File: src/rtl/arc_zone_pkg.sv
package arc_zone_pkg;
  // Register byte offsets on the plain register port.
  localparam logic [4:0] ADDR_CTRL = 5'h00;
  localparam logic [4:0] ADDR_ZLIGHT = 5'h04;
  localparam logic [4:0] ADDR_PH_LIM = 5'h08;
  localparam logic [4:0] ADDR_RES_LIM = 5'h0c;
  localparam logic [4:0] ADDR_SENS_CFG = 5'h10;
  localparam logic [4:0] ADDR_SAMP_REQ = 5'h14;
  localparam logic [4:0] ADDR_STATUS = 5'h18;
  // Control register fields.
  localparam int CTRL_ZEN_LSB = 0;
  localparam int CTRL_PHEN_LSB = 4;
  localparam int CTRL_RESEN_LSB = 8;
  localparam int CTRL_RSEL_LSB = 12;
  localparam int CTRL_PSUP_BIT = 14;
  // Residual input selection codes.
  localparam logic [1:0] RSEL_NONE = 2'h0;
  localparam logic [1:0] RSEL_A = 2'h1;
  localparam logic [1:0] RSEL_B = 2'h2;
  // Sensor configuration fields.
  localparam int SCFG_UNITS_LSB = 8;
  // Status register fields.
  localparam int ST_LIGHT_LSB = 0;
  localparam int ST_BI = 4;
  localparam int ST_PHS = 5;
  localparam int ST_RSS = 6;
  localparam int ST_PHB = 7;
  localparam int ST_RSB = 8;
  localparam int ST_TRIP_LSB = 9;
  localparam int ST_ZBLK_LSB = 13;
  localparam int ST_SFLT_LSB = 17;
  localparam int ST_IOF = 21;
  localparam int ST_W = 22;
  // Reset values; limits are in thousandths of nominal current.
  localparam logic [31:0] CTRL_RST = 32'h0000_0000;
  localparam logic [15:0] ZLIGHT_RST = 16'h0000;
  localparam logic [15:0] LIM_RST = 16'h04b0;
  localparam logic [10:0] SCFG_RST = 11'h000;
  localparam logic [3:0] SAMP_REQ_RST = 4'h1;
  localparam logic [3:0] SAMP_CNT_MAX = 4'hf;
  // Timing: samples arrive on a 5 ms base; test pulses are masked for 200 us.
  localparam int SAMPLE_BASE_MS = 5;
  localparam int CLK_MHZ = 10;
  localparam int PSUP_TIME_US = 200;
  localparam logic [10:0] PSUP_CYCLES = 11'(PSUP_TIME_US * CLK_MHZ);
endpackage

File: src/rtl/arc_zone_trip_logic.sv
// Behaviour
// - Four light channels, three sensors each.
// - Channel light output follows any sensor.
// - Binary input output follows energized input.
// - Current starts when sample exceeds limit.
// - Blocked current asserts blocked output instead.
// - Zone trips on light and enabled currents.
// - Blocked zone asserts blocked, not trip.
// - Channel sensor count mismatch raises fault.
// - Remote unit count mismatch raises fault.
// - Enabled current required with light.
// - Current needs required count of samples.
// - Three phase, two residual samples taken.
// - Phase, residual or both by configuration.
// - Per-zone channel light enables, ORed together.
// - Pressure channels treated as light channels.
// - Test pulses masked from binary input.
// - Disabled zone never trips or blocks.
// - Separate phase and residual zone enables.
// - Residual input select: none, first, second.
// - Configured sensor count zero to three.
`timescale 1ns/10ps
`default_nettype none
module arc_zone_trip_logic (
  input wire logic sys_clk,
  input wire logic resetn,
  input wire logic clk_en,
  input wire logic [4:0] reg_addr,
  input wire logic [31:0] reg_wdata,
  input wire logic reg_wr,
  input wire logic reg_rd,
  output logic [31:0] reg_rdata,
  input wire logic [3:0] sensor_light,
  input wire logic [7:0] sensor_detected,
  input wire logic [2:0] units_detected,
  input wire logic arc_binary_input,
  input wire logic sample_tick,
  input wire logic [15:0] phase_current_a,
  input wire logic [15:0] phase_current_b,
  input wire logic [15:0] phase_current_c,
  input wire logic [15:0] residual_input_a,
  input wire logic [15:0] residual_input_b,
  input wire logic phase_block,
  input wire logic residual_block,
  input wire logic [3:0] zone_block,
  output logic [3:0] light_out,
  output logic binary_out,
  output logic phase_start,
  output logic phase_blocked,
  output logic residual_start,
  output logic residual_blocked,
  output logic [3:0] zone_trip,
  output logic [3:0] zone_blocked,
  output logic [3:0] sensor_fault,
  output logic io_unit_fault
);

  logic [31:0] ctrl_r;
  logic [15:0] zlight_r;
  logic [15:0] ph_lim_r;
  logic [15:0] res_lim_r;
  logic [10:0] scfg_r;
  logic [3:0] samp_req_r;
  logic [31:0] rdata_r;
  logic [15:0] sync1_r;
  logic [15:0] sync2_r;
  logic [15:0] sync3_r;
  logic [15:0] pin_r;
  logic [3:0] ph_cnt_r;
  logic [3:0] res_cnt_r;
  logic [10:0] bi_cnt_r;
  logic [arc_zone_pkg::ST_W-1:0] stat_r;
  logic [arc_zone_pkg::ST_W-1:0] stat_nxt;

  // Register decode and read selection.
  wire wr_ctrl = reg_wr && (reg_addr == arc_zone_pkg::ADDR_CTRL);
  wire wr_zlight = reg_wr && (reg_addr == arc_zone_pkg::ADDR_ZLIGHT);
  wire wr_ph_lim = reg_wr && (reg_addr == arc_zone_pkg::ADDR_PH_LIM);
  wire wr_res_lim = reg_wr && (reg_addr == arc_zone_pkg::ADDR_RES_LIM);
  wire wr_scfg = reg_wr && (reg_addr == arc_zone_pkg::ADDR_SENS_CFG);
  wire wr_samp = reg_wr && (reg_addr == arc_zone_pkg::ADDR_SAMP_REQ);
  wire [31:0] rd_sel =
    (reg_addr == arc_zone_pkg::ADDR_CTRL) ? ctrl_r :
    (reg_addr == arc_zone_pkg::ADDR_ZLIGHT) ? {16'h0000, zlight_r} :
    (reg_addr == arc_zone_pkg::ADDR_PH_LIM) ? {16'h0000, ph_lim_r} :
    (reg_addr == arc_zone_pkg::ADDR_RES_LIM) ? {16'h0000, res_lim_r} :
    (reg_addr == arc_zone_pkg::ADDR_SENS_CFG) ? {21'h0, scfg_r} :
    (reg_addr == arc_zone_pkg::ADDR_SAMP_REQ) ? {28'h0000000, samp_req_r} :
    (reg_addr == arc_zone_pkg::ADDR_STATUS) ? {10'h0, stat_r} :
    32'h0000_0000;

  // Control fields.
  wire [3:0] zone_en = ctrl_r[arc_zone_pkg::CTRL_ZEN_LSB +: 4];
  wire [3:0] zone_ph_en = ctrl_r[arc_zone_pkg::CTRL_PHEN_LSB +: 4];
  wire [3:0] zone_res_en = ctrl_r[arc_zone_pkg::CTRL_RESEN_LSB +: 4];
  wire [1:0] res_sel = ctrl_r[arc_zone_pkg::CTRL_RSEL_LSB +: 2];
  wire pulse_sup = ctrl_r[arc_zone_pkg::CTRL_PSUP_BIT];
  wire [7:0] sens_cfg = scfg_r[7:0];
  wire [2:0] units_cfg = scfg_r[arc_zone_pkg::SCFG_UNITS_LSB +: 3];

  // Register file; full words only, reserved bits are dropped on write.
  always_ff @(posedge sys_clk or negedge resetn)
  begin
    if (!resetn)
    begin
      ctrl_r <= arc_zone_pkg::CTRL_RST;
      zlight_r <= arc_zone_pkg::ZLIGHT_RST;
      ph_lim_r <= arc_zone_pkg::LIM_RST;
      res_lim_r <= arc_zone_pkg::LIM_RST;
      scfg_r <= arc_zone_pkg::SCFG_RST;
      samp_req_r <= arc_zone_pkg::SAMP_REQ_RST;
    end
    else if (clk_en)
    begin
      if (wr_ctrl)
        ctrl_r <= {17'h0, reg_wdata[14:0]};
      if (wr_zlight)
        zlight_r <= reg_wdata[15:0];
      if (wr_ph_lim)
        ph_lim_r <= reg_wdata[15:0];
      if (wr_res_lim)
        res_lim_r <= reg_wdata[15:0];
      if (wr_scfg)
        scfg_r <= reg_wdata[10:0];
      if (wr_samp)
        samp_req_r <= reg_wdata[3:0];
    end
  end

  // Read data stands only in the cycle after the read strobe.
  always_ff @(posedge sys_clk or negedge resetn)
  begin
    if (!resetn)
      rdata_r <= 32'h0000_0000;
    else if (clk_en)
      rdata_r <= reg_rd ? rd_sel : 32'h0000_0000;
  end
  assign reg_rdata = rdata_r;

  // Pin synchroniser; a bit changes once stages two and three agree.
  wire [15:0] pins_raw = {units_detected, sensor_detected, arc_binary_input, sensor_light};
  always_ff @(posedge sys_clk or negedge resetn)
  begin
    if (!resetn)
    begin
      sync1_r <= 16'h0000;
      sync2_r <= 16'h0000;
      sync3_r <= 16'h0000;
      pin_r <= 16'h0000;
    end
    else if (clk_en)
    begin
      sync1_r <= pins_raw;
      sync2_r <= sync1_r;
      sync3_r <= sync2_r;
      pin_r <= (sync2_r & sync3_r) | (pin_r & (sync2_r | sync3_r));
    end
  end

  // Four channels, each OR of its sensors at the pin.
  wire [3:0] light_f = pin_r[3:0];
  wire bi_f = pin_r[4];
  wire [7:0] det_f = pin_r[12:5];
  wire [2:0] units_f = pin_r[15:13];

  wire ph_over = (phase_current_a > ph_lim_r) || (phase_current_b > ph_lim_r) ||
                 (phase_current_c > ph_lim_r);
  wire [15:0] res_sample = (res_sel == arc_zone_pkg::RSEL_A) ? residual_input_a :
                           (res_sel == arc_zone_pkg::RSEL_B) ? residual_input_b : 16'h0000;
  wire res_over = (res_sel != arc_zone_pkg::RSEL_NONE) && (res_sample > res_lim_r);
  wire [3:0] req_eff = (samp_req_r == 4'h0) ? 4'h1 : samp_req_r;
  wire ph_qual = ph_cnt_r >= req_eff;
  wire res_qual = res_cnt_r >= req_eff;

  // Count consecutive samples over the limit.
  always_ff @(posedge sys_clk or negedge resetn)
  begin
    if (!resetn)
    begin
      ph_cnt_r <= 4'h0;
      res_cnt_r <= 4'h0;
    end
    else if (clk_en && sample_tick)
    begin
      if (!ph_over)
        ph_cnt_r <= 4'h0;
      else if (ph_cnt_r != arc_zone_pkg::SAMP_CNT_MAX)
        ph_cnt_r <= ph_cnt_r + 4'h1;
      if (!res_over)
        res_cnt_r <= 4'h0;
      else if (res_cnt_r != arc_zone_pkg::SAMP_CNT_MAX)
        res_cnt_r <= res_cnt_r + 4'h1;
    end
  end

  // Time how long the binary input has been high.
  always_ff @(posedge sys_clk or negedge resetn)
  begin
    if (!resetn)
      bi_cnt_r <= 11'h000;
    else if (clk_en)
    begin
      if (!bi_f)
        bi_cnt_r <= 11'h000;
      else if (bi_cnt_r != arc_zone_pkg::PSUP_CYCLES)
        bi_cnt_r <= bi_cnt_r + 11'h001;
    end
  end
  wire bi_long = bi_cnt_r == arc_zone_pkg::PSUP_CYCLES;

  // Binary input passes, or only once longer than a test pulse.
  wire bi_eff = bi_f && (!pulse_sup || bi_long);

  // Current start unless the measurement is blocked.
  wire phs = ph_qual && !phase_block;
  wire rss = res_qual && !residual_block;
  // Blocked current shows on its blocked output.
  wire phb = ph_qual && phase_block;
  wire rsb = res_qual && residual_block;

  // Zone conditions, one per zone.
  logic [3:0] zone_light;
  logic [3:0] zone_cond;
  genvar z;
  generate
    for (z = 0; z < 4; z = z + 1)
    begin : g_zone
      // Any enabled channel lights the zone.
      // Pressure channels enter the same enable.
      assign zone_light[z] = |(zlight_r[4*z +: 4] & light_f);
      // Phase and residual enables per zone.
      // Either, both or no current used.
      assign zone_cond[z] = zone_en[z] && zone_light[z] &&
                            (!zone_ph_en[z] || phs) && (!zone_res_en[z] || rss);
    end
  endgenerate

  wire [3:0] trip_c = zone_cond & ~zone_block;
  wire [3:0] zblk_c = zone_cond & zone_block;

  wire [3:0] sflt_c;
  generate
    for (z = 0; z < 4; z = z + 1)
    begin : g_sens
      assign sflt_c[z] = det_f[2*z +: 2] != sens_cfg[2*z +: 2];
    end
  endgenerate
  wire iof_c = units_f != units_cfg;

  // Next status word.
  always_comb
  begin
    stat_nxt = '0;
    stat_nxt[arc_zone_pkg::ST_LIGHT_LSB +: 4] = light_f;
    stat_nxt[arc_zone_pkg::ST_BI] = bi_eff;
    stat_nxt[arc_zone_pkg::ST_PHS] = phs;
    stat_nxt[arc_zone_pkg::ST_RSS] = rss;
    stat_nxt[arc_zone_pkg::ST_PHB] = phb;
    stat_nxt[arc_zone_pkg::ST_RSB] = rsb;
    stat_nxt[arc_zone_pkg::ST_TRIP_LSB +: 4] = trip_c;
    stat_nxt[arc_zone_pkg::ST_ZBLK_LSB +: 4] = zblk_c;
    stat_nxt[arc_zone_pkg::ST_SFLT_LSB +: 4] = sflt_c;
    stat_nxt[arc_zone_pkg::ST_IOF] = iof_c;
  end

  always_ff @(posedge sys_clk or negedge resetn)
  begin
    if (!resetn)
      stat_r <= '0;
    else if (clk_en)
      stat_r <= stat_nxt;
  end

  // Output slices of the status word.
  assign light_out = stat_r[arc_zone_pkg::ST_LIGHT_LSB +: 4];
  assign binary_out = stat_r[arc_zone_pkg::ST_BI];
  assign phase_start = stat_r[arc_zone_pkg::ST_PHS];
  assign residual_start = stat_r[arc_zone_pkg::ST_RSS];
  assign phase_blocked = stat_r[arc_zone_pkg::ST_PHB];
  assign residual_blocked = stat_r[arc_zone_pkg::ST_RSB];
  assign zone_trip = stat_r[arc_zone_pkg::ST_TRIP_LSB +: 4];
  assign zone_blocked = stat_r[arc_zone_pkg::ST_ZBLK_LSB +: 4];
  assign sensor_fault = stat_r[arc_zone_pkg::ST_SFLT_LSB +: 4];
  assign io_unit_fault = stat_r[arc_zone_pkg::ST_IOF];
endmodule
`default_nettype wire

File: config.mk
export PLATFORM = sky130hd
export DESIGN_NAME = arc_zone_trip_logic
export DESIGN_NICKNAME = d
export VERILOG_FILES = /design/src/rtl/arc_zone_pkg.sv /design/src/rtl/arc_zone_trip_logic.sv
export SDC_FILE = /design/constraint.sdc
export NUM_CORES = 1
export LEC_CHECK = 0
export ABC_AREA = 1
export ABC_CLOCK_PERIOD_IN_PS = 4360
export BUFFER_PORTS_ARGS = -buffer_cell sky130_fd_sc_hd__buf_4
export CAP_MARGIN = 25
export CORE_MARGIN = 4
export CORE_UTILIZATION = 51
export CTS_BUF_LIST = sky130_fd_sc_hd__clkbuf_8 sky130_fd_sc_hd__clkbuf_16
export CTS_CLUSTER_DIAMETER = 120
export DETAILED_ROUTE_END_ITERATION = 10
export HOLD_SLACK_MARGIN = 0.08
export PLACE_DENSITY = 0.74
export SLEW_MARGIN = 20
export SYNTH_ARGS = -nofsm -noshare
export SYNTH_HDL_FRONTEND = slang
export SYNTH_SLANG_ARGS = --single-unit
File: constraint.sdc
create_clock -name sys_clk -period 4.36 [get_ports sys_clk]
set_input_delay 1.308 -clock sys_clk [delete_from_list [all_inputs] [get_ports sys_clk]]
set_output_delay 1.308 -clock sys_clk [all_outputs]
set_load 0.005 [all_outputs]
* Yosys cells after proc, flatten, opt, wreduce, memory -nomap -nowiden
Index checks and enable logic that the tools add are counted.
** Operators by class
- Add/sub/neg operators :: 3
- Reduce and logical (&&, ||, !) cells :: 63
- Magnitude comparators :: 6
- Bitwise logic cells :: 11
- Equal/unequal tests :: 20
- Muxes and demuxes :: 17
** Operators with widths (number)
- 22-bit 2-to-1 mux :: 8
- 16-bit greater-than comparator :: 4
- 16-bit AND :: 2
- 16-bit 2-to-1 mux :: 2
- 16-bit bitwise OR :: 2
- 1-bit logical AND :: 25
- 4-bit AND :: 6
- 11-bit 2-to-1 mux :: 2
- 4-bit 2-to-1 mux :: 5
- 2-bit AND reduction :: 9
- 4-bit OR reduction :: 4
- 5-bit == test (second input constant) :: 3
- 11-bit by 1-bit adder with 11-bit output (second input constant) :: 1
- 11-bit == test (second input constant) :: 1
- 1-bit logical NOT :: 11
- 1-bit logical OR :: 11
- 11-bit inequality test (second input constant) :: 1
- 5-bit by 4-bit == test with 1-bit output (second input constant) :: 2
- 4-bit by 1-bit adder with 4-bit output (second input constant) :: 2
- 4-bit >= comparator :: 2
- 2-bit inequality test :: 4
- 4-bit inequality test (second input constant) :: 2
- 2-bit by 1-bit inequality test with 1-bit output (second input constant) :: 3
- 5-bit by 3-bit == test with 1-bit output (second input constant) :: 1
- 7 further kinds :: 7
** Storage, ports and cells
- Flip-flop bits (word level) :: 215
- Output and inout bits :: 54
- Logic and storage cells :: 135

* Depth between registers and ports, before layout
Gate-level depths: netlist of the first run.
- Depth after elaboration :: 9
- Depth in mapped cells :: 16

* Worst setup path before layout of the first run
OpenSTA, ideal clock, no wires.
- Path kind :: input to register
- From :: input residual_input_a[15]
- To :: register res_cnt_r[0]
- Data required time :: 4.295 ns
- Buffers on the path :: 0
- Library setup time :: 0.065 ns
- Arrival :: 2.567 ns
- Path slack :: 1.728 ns
- Stages on the path :: 13
- Cell sequence :: nand3_1 -> o21ai_0 -> ha_1 -> nand2_1 -> nor2_1 -> nand4_1 -> nor2_1 -> nand2_1 -> nand3_1 -> nand2_1 -> o21ai_1 -> nand2_1 -> nand2_1
** On the way
- Word-level cells in the longest chain between the ends :: 5
- Elaborated cells between the ends (all ways) :: 6
- Classes of those cells :: order compare (1); eq/ne (1); mux (2); reduce/logical (2)
** Ends and longest elaborated chain
- from (decl) :: RTL line arc_zone_trip_logic.sv:41 : input wire logic [15:0] residual_input_a,
- 16-bit 2-to-1 mux * :: RTL line arc_zone_trip_logic.sv:168 : wire [15:0] res_sample = (res_sel == arc_zone_pkg::RSEL_A) ? residual_input_a :
- 16-bit greater-than comparator * :: RTL line arc_zone_trip_logic.sv:170 : wire res_over = (res_sel != arc_zone_pkg::RSEL_NONE) && (res_sample > res_lim_r);
- 1-bit logical AND * :: RTL line arc_zone_trip_logic.sv:170
- 2-bit by 1-bit inequality test with 1-bit output (no line)
- 2-bit AND reduction (no line)
- to (signal assigned) :: RTL line arc_zone_trip_logic.sv:192 : res_cnt_r <= res_cnt_r + 4'h1;
- to (decl) :: RTL line arc_zone_trip_logic.sv:70 : logic [3:0] res_cnt_r;
Every way passes the cells marked *; elsewhere a longest branch is shown, timed or not.
A chain may end at the register's enable or synchronous reset.

* Final worst setup path of the first run
- From :: input reg_addr[1]
- To :: register ctrl_r[11]
** On the way
- Word-level cells in the longest chain between the ends :: 3
** Ends and longest elaborated chain
- from (decl) :: RTL line arc_zone_trip_logic.sv:28 : input wire logic [4:0] reg_addr,
- 5-bit logical NOT :: RTL line arc_zone_trip_logic.sv:76 : wire wr_ctrl = reg_wr && (reg_addr == arc_zone_pkg::ADDR_CTRL);
- 1-bit logical AND :: RTL line arc_zone_trip_logic.sv:76
- 2-bit AND reduction (no line)
- to (signal assigned) :: RTL line arc_zone_trip_logic.sv:106 : ctrl_r <= arc_zone_pkg::CTRL_RST;
- to (signal assigned) :: RTL line arc_zone_trip_logic.sv:116 : ctrl_r <= {17'h0, reg_wdata[14:0]};
- to (decl) :: RTL line arc_zone_trip_logic.sv:58 : logic [31:0] ctrl_r;
No other way between the ends.

==> flow_summary.toml, run 1 <==
[floorplanning]
initial_utilization = 0.524
die_w_um = 156
num_io_pins = 199
core_sq_um = 21300
die_area_sq_um = 24300
rows = 53
die_y_um = 156

[synth]
synthMuxAreaShare = 0
synth_top_area_cell = "dfrtp_1"
synth_area_per_cell_sq_um = 8.02
yosysWarnings = 0
synth_compound_area_frac = 0.150
synth.most_common_cell = "nand2_1"
yosys-top-cells-count = "nand2_1 (416), dfrtp_1 (196), o21ai_0 (166), inv_1 (149), nor2_1 (77)"
async_reset_ff_frac = 1.00
synth_top_area_frac = 0.440
synthTopCellsByArea = "dfrtp_1 (44%), nand2_1 (14%), ha_1 (8.5%)"
synthAdderAreaFrac = 0.0853
ys_seq_area_frac = 0.461
synth_top_family_by_area = "simple AND/OR/NAND/NOR gates"
synth_seq_cells = 205
yosysUniqueCellTypes = 45
syn_inst = 1391
synthFlopType = "dfrtp_1"
synth_edf_count = 0
synth_xor_area_frac = 0.00943
syn_area_sq_um = 11100
synth_simple_gate_area_share = 0.215

[route]
ant_nets = 0
wirelength_um = 30100
drt_first_iter_violations = 808
first_pass_iters = 5
wl_per_cell_um = 16.4
viasPerCell = 5.41
drc = 0
num_vias = 9956

[sta]
fin_tns_setup_ps = 0
period_minus_slack_ps = 2980
slew_violations = 0
hold_viol = 0
rsz0062_at_grt = "no"
fin_skew_ps = 20.8
fin_worst_hold_slack_ps = 472
fmax_mhz = 336
slew_headroom = 0.394
tightest_slew_ps = 906
fin_crit_sh = 0.684
finalSetupViolations = 0

[critical_path]
cp-end-kind = "flip-flop"
cp.required_ps = 4770
path_max_fanout = 30
critical_path_class = "in2reg"
crit_arrival_ps = 3390
start_kind = "input port"

[global_routing]
grt_max_degree = 73
grt_overflow_total = 0
grt_pass1_wl_um = 48700
grt_pass1_vias = 9727
antenna_found_initial = 0
track_usage = 0.247

[clock_tree]
htree_levels = 1
numCtsBuffers = 23
cts.clk_slew.worst_paths_ps = 60
cts_resized = 0
clock-root-buffer = "clkbuf_16"
clock_path_buffers = 3
postCtsSetupRepairBufs = 0
clock_sinks = 205
cts_hold_buf = 0
tritoncts = "built"
clk_latency_ps = 520

[pwr]
power.density_nw_per_um2 = 403
power.leakage_nw = 6.85
peakVddDrop_uv = 274

[job]
max-cap-violations = 0

[placed_design]
io_buffers = 172
hpwl_um = 22600
gp_congestion = 0.887

[layout]
fin_util = 0.628
finalNetCount = 1768
syn2layout_area_growth_pct = 19.9
multiInputGateArea_sq_um = 5160
seq_area_sq_um = 5140
diodes = 0
layout-drive-gt1-share = 0.161
fillerInstances = 1851

[worst_hold_path]
hp-class = "reg2reg"

[status]
status = "finished, final reports clean"
-- layout make-up --
cell class / count / share of cell area
clock inverters: 14 / 0.00982
repair buffers: 181 / 0.103
multi-input cells: 982 / 0.386
clock buffers: 28 / 0.0482
flip-flops and latches: 205 / 0.384
well taps: 275 / 0.0257
inverters: 154 / 0.0432
-- worst max-delay path, cell delays in order --
cell     delay [ps]
buf_4           120
nor2_4          150
nand2_1         100
nor2_2          140
nand2_2         190
inv_2           330
nand2_1         620
o21ai_0         410
-- logic make-up (layout without fill, tap and decap cells) --
| group | after synthesis | in the layout |
|---|---|---|
| and+or+nand+nor | 586 | 586 |
| AOI/OAI and AO/OA | 298 | 298 |
| xor gates and xnor gates | 12 | 12 |
| buffers and inverters | 213 | 377 |
| other | 1 | 10 |
| adders and majority gates | 76 | 76 |
| DFF | 205 | 205 |
-- registers in the layout (all words and copies together), names as in the netlist --
| register | count |
|---|---|
| res_cnt_r | 4 |
| res_lim_r | 16 |
| scfg_r | 11 |
| stat_r | 22 |
| bi_cnt_r | 11 |
| ctrl_r | 15 |
| samp_req_r | 4 |
| ph_lim_r | 16 |
| sync1_r | 16 |
| zlight_r | 16 |
| reg_rdata | 22 |
| sync3_r | 16 |
| sync2_r | 16 |
| ph_cnt_r | 4 |
| pin_r | 16 |
-- per-layer routing --
metal  part of all wire  vias up  global-route usage
met5                  0        -                   0
met4              0.026        0              0.0654
met3              0.072       61              0.0449
met2               0.46      341               0.400
met1               0.44     4694               0.346
li1                   -     4860                   -
-- through the flow --
step	total power, mW	std cells	area [sq um]	setup WS [ps]
after floorplan	3.01	1400	11200	1730
after global placement	3.41	1797	12600	997
after detailed placement	3.46	1797	12600	934
after CTS	5.41	1839	13400	1430
after global routing	5.69	1839	13400	1150
final	5.39	1839	13400	1380
-- cell usage in the layout (no fill, tap or decap), types with 2 or more instances in the layout --
cell type	count
inv_1	156
nor3_1	8
o2111ai_1	2
nand3_1	51
a32oi_1	4
inv_2	6
a41oi_1	2
nand2_1	416
o21ai_0	166
clkbuf_8	6
dfrtp_1	196
buf_4	179
o21bai_1	2
nor2_4	2
a21o_1	2
ha_1	76
a32o_1	4
xor2_1	12
nand2_2	4
clkinv_2	2
clkbuf_16	23
nor2_1	77
o21ai_1	9
o211ai_1	25
a21oi_1	60
dfstp_2	9
o21ai_2	3
conb_1	10
nand4_1	14
bufinv_16	2
o22ai_1	11
nor2_2	2
or2_2	6
o31ai_1	5
-- where the power goes --
group	switching, mW	internal [mW]	total (mW)	leakage (nW)
Combinational	0.623	0.440	1.06	3.79
Sequential	0.226	2.15	2.38	2.65
Clock	0.776	1.17	1.95	0.414
-- worst paths after layout --
kind	start	to	slack, ps	depth (start not counted)
worst max-delay path	reg_addr[1]	ctrl_r[11]$_DFFE_PN0P_	1380	8
worst min-delay path	sync1_r[13]$_DFFE_PN0P_	sync2_r[13]$_DFFE_PN0P_	470	2
worst max register to register	ctrl_r[13]$_DFFE_PN0P_	res_cnt_r[1]$_DFFE_PN0P_	1490	14
worst min register to register	sync1_r[13]$_DFFE_PN0P_	sync2_r[13]$_DFFE_PN0P_	470	2
max in group asynchronous	resetn	res_lim_r[7]$_DFFE_PN1P_	2680	2
min in group asynchronous	resetn	sync2_r[5]$_DFFE_PN0P_	800	1
Power figures use the tool's default switching activity.
==> inputs of run 2 (changes only) <==
- ABC_CLOCK_PERIOD_IN_PS: 4360 -> 2650
- PLACE_DENSITY: 0.74 -> 0.77
- clock period: 4.36 -> 2.65 ns (I/O delays scaled with it)
==> run 2 against run 1 <==
  * Non-clock buffer count up 13
  * Die area unchanged
  * Setup slack worse by 1100 ps
  * Critical path depth grew 5
  * Wire length rose by 3.2%
  * Via count rose by 2.2%
  * Critical endpoint is now res_cnt_r[1]$_DFFE_PN0P_
  * Flip-flop and latch count unchanged
  * Final area up 0.96%
  * Combinational power rose by 68%
  * Critical path type is now reg2reg
  * Final cell count is 0.60% higher
==> flow_summary.toml, run 2 (same netlist as run 1, synthesis figures left out) <==
[status]
status = "finished, final reports clean"

[global_routing]
antenna_found_initial = 0
grt_max_degree = 67
grt_pass1_wl_um = 49600
grt_overflow_total = 0
grt.busiest_layer = "met2"
globalRouteMet1Util = 0.357
grt_use_met2 = 0.417
grt_pass1_vias = 9827
track_usage = 0.253
grt_util_met3 = 0.0330

[clock_tree]
clock_sinks = 205
clk_latency_ps = 510
clock-root-buffer = "clkbuf_16"
cts.clk_slew.worst_paths_ps = 60
htree_levels = 1
tritoncts = "built"
clock_path_buffers = 3
cts_hold_buf = 0
numCtsBuffers = 22

[sta]
fmax_mhz = 417
fin_tns_setup_ps = 0
fin_worst_hold_slack_ps = 285
finalSetupViolations = 0
period_minus_slack_ps = 2400
slew_headroom = 0.569
slew_violations = 0
fin_crit_sh = 0.904
fin_skew_ps = 19.5
rsz0062_at_grt = "no"
tightest_slew_ps = 645
hold_viol = 0

[critical_path]
critical_path_class = "reg2reg"
path_max_fanout = 16
start_kind = "flip-flop"
cp.required_ps = 3080
crit_arrival_ps = 2830
cp-end-kind = "flip-flop"

[placed_design]
gp_congestion = 0.930
io_buffers = 172
place_inst = 1810
hpwl_um = 23200

[route]
drc = 0
viasPerCell = 5.50
drt_first_iter_violations = 891
wirelength_um = 31100
ant_nets = 0
wl_per_cell_um = 16.8
num_vias = 10200
first_pass_iters = 6

[pwr]
power.density_nw_per_um2 = 655
peakVddDrop_uv = 522
p_total_mw = 8.85
power.leakage_nw = 6.91

[layout]
finalNetCount = 1780
diodes = 0
layout.cells.non_filler = 1850
syn2layout_area_growth_pct = 21.1
final_common_cell = "nand2_1"
layout-drive-gt1-share = 0.170
fillerInstances = 1831
final_cell_mix = "nand2_1 (416), dfrtp_1 (196), buf_4 (188)"

[floorplanning]
initial_utilization = 0.524
num_io_pins = 199
rows = 53
die_w_um = 156
core_sq_um = 21300
die_area_sq_um = 24300
die_y_um = 156

[job]
max-cap-violations = 0

[worst_hold_path]
hp-class = "in2async"
-- run 2: changes by cell type in the layout (fill, tap and decap cells not counted), sizes merged --
cell / change
inv: -6
clkbuf: -1
buf: +13
clkinv: +4
clkinvlp: +1
-- run 2: final timing paths --
check                      cells past startpoint               startpoint  slack, ps                        to
max                                           13   ctrl_r[13]$_DFFE_PN0P_        250  res_cnt_r[1]$_DFFE_PN0P_
min                                            1                   resetn        290    sync3_r[5]$_DFFE_PN0P_
max reg2reg                                   13   ctrl_r[13]$_DFFE_PN0P_        250  res_cnt_r[1]$_DFFE_PN0P_
min reg2reg                                    2  sync1_r[11]$_DFFE_PN0P_        470   sync1_r[11]$_DFFE_PN0P_
max in group asynchronous                      2                   resetn       1660   ph_lim_r[5]$_DFFE_PN1P_
min in group sys_clk                           2  sync1_r[11]$_DFFE_PN0P_        470   sync1_r[11]$_DFFE_PN0P_
-- run 2: final cells by class --
cell class	count	area [sq um]	area share
well taps	275	344	0.0255
clock buffers	27	619	0.0459
inverters	154	578	0.0428
flip-flops and latches	205	5140	0.381
multi-input cells	982	5160	0.382
repair buffers	194	1530	0.113
clock inverters	13	135	0.0100
-- run 2: what timing repair did --
item | CTS | global route
endpoints found under the setup margin | 0 | 4
resized for setup | 0 | 2
buffers inserted | 0 | 0
-- run 2: metrics by stage --
step / util / instance area (sq um) / setup WS (ps)
detailed placement: 0.599 / 12700 / 93.4
finish: 0.634 / 13500 / 254
global placement: 0.599 / 12700 / 141
global route: 0.634 / 13500 / 94.7
CTS: 0.634 / 13500 / 200
floorplan: - / 11200 / 315
-- run 2: routing by layer --
metal	vias to the layer above	routed length, um
met5	-	0
met4	0	999
met3	74	2470
met2	408	14400
met1	4815	13200
li1	4882	-
-- run 2: critical path, stage by stage, from the launching register on --
cell and delay, ps:
dfrtp_1 400, inv_1 70, or2_4 290, o21ai_0 200, ha_1 270, nand2_1 60, inv_1 50, nand4_1 130
nor2_1 80, a21oi_1 320, nand2_1 120, o21ai_1 180, nand2_1 70, nand2_1 70
-- run 2: where the power goes --
| group | switching, mW | internal [mW] |
|---|---|---|
| logic | 1.04 | 0.743 |
| registers | 0.387 | 3.54 |
| clock network | 1.27 | 1.87 |
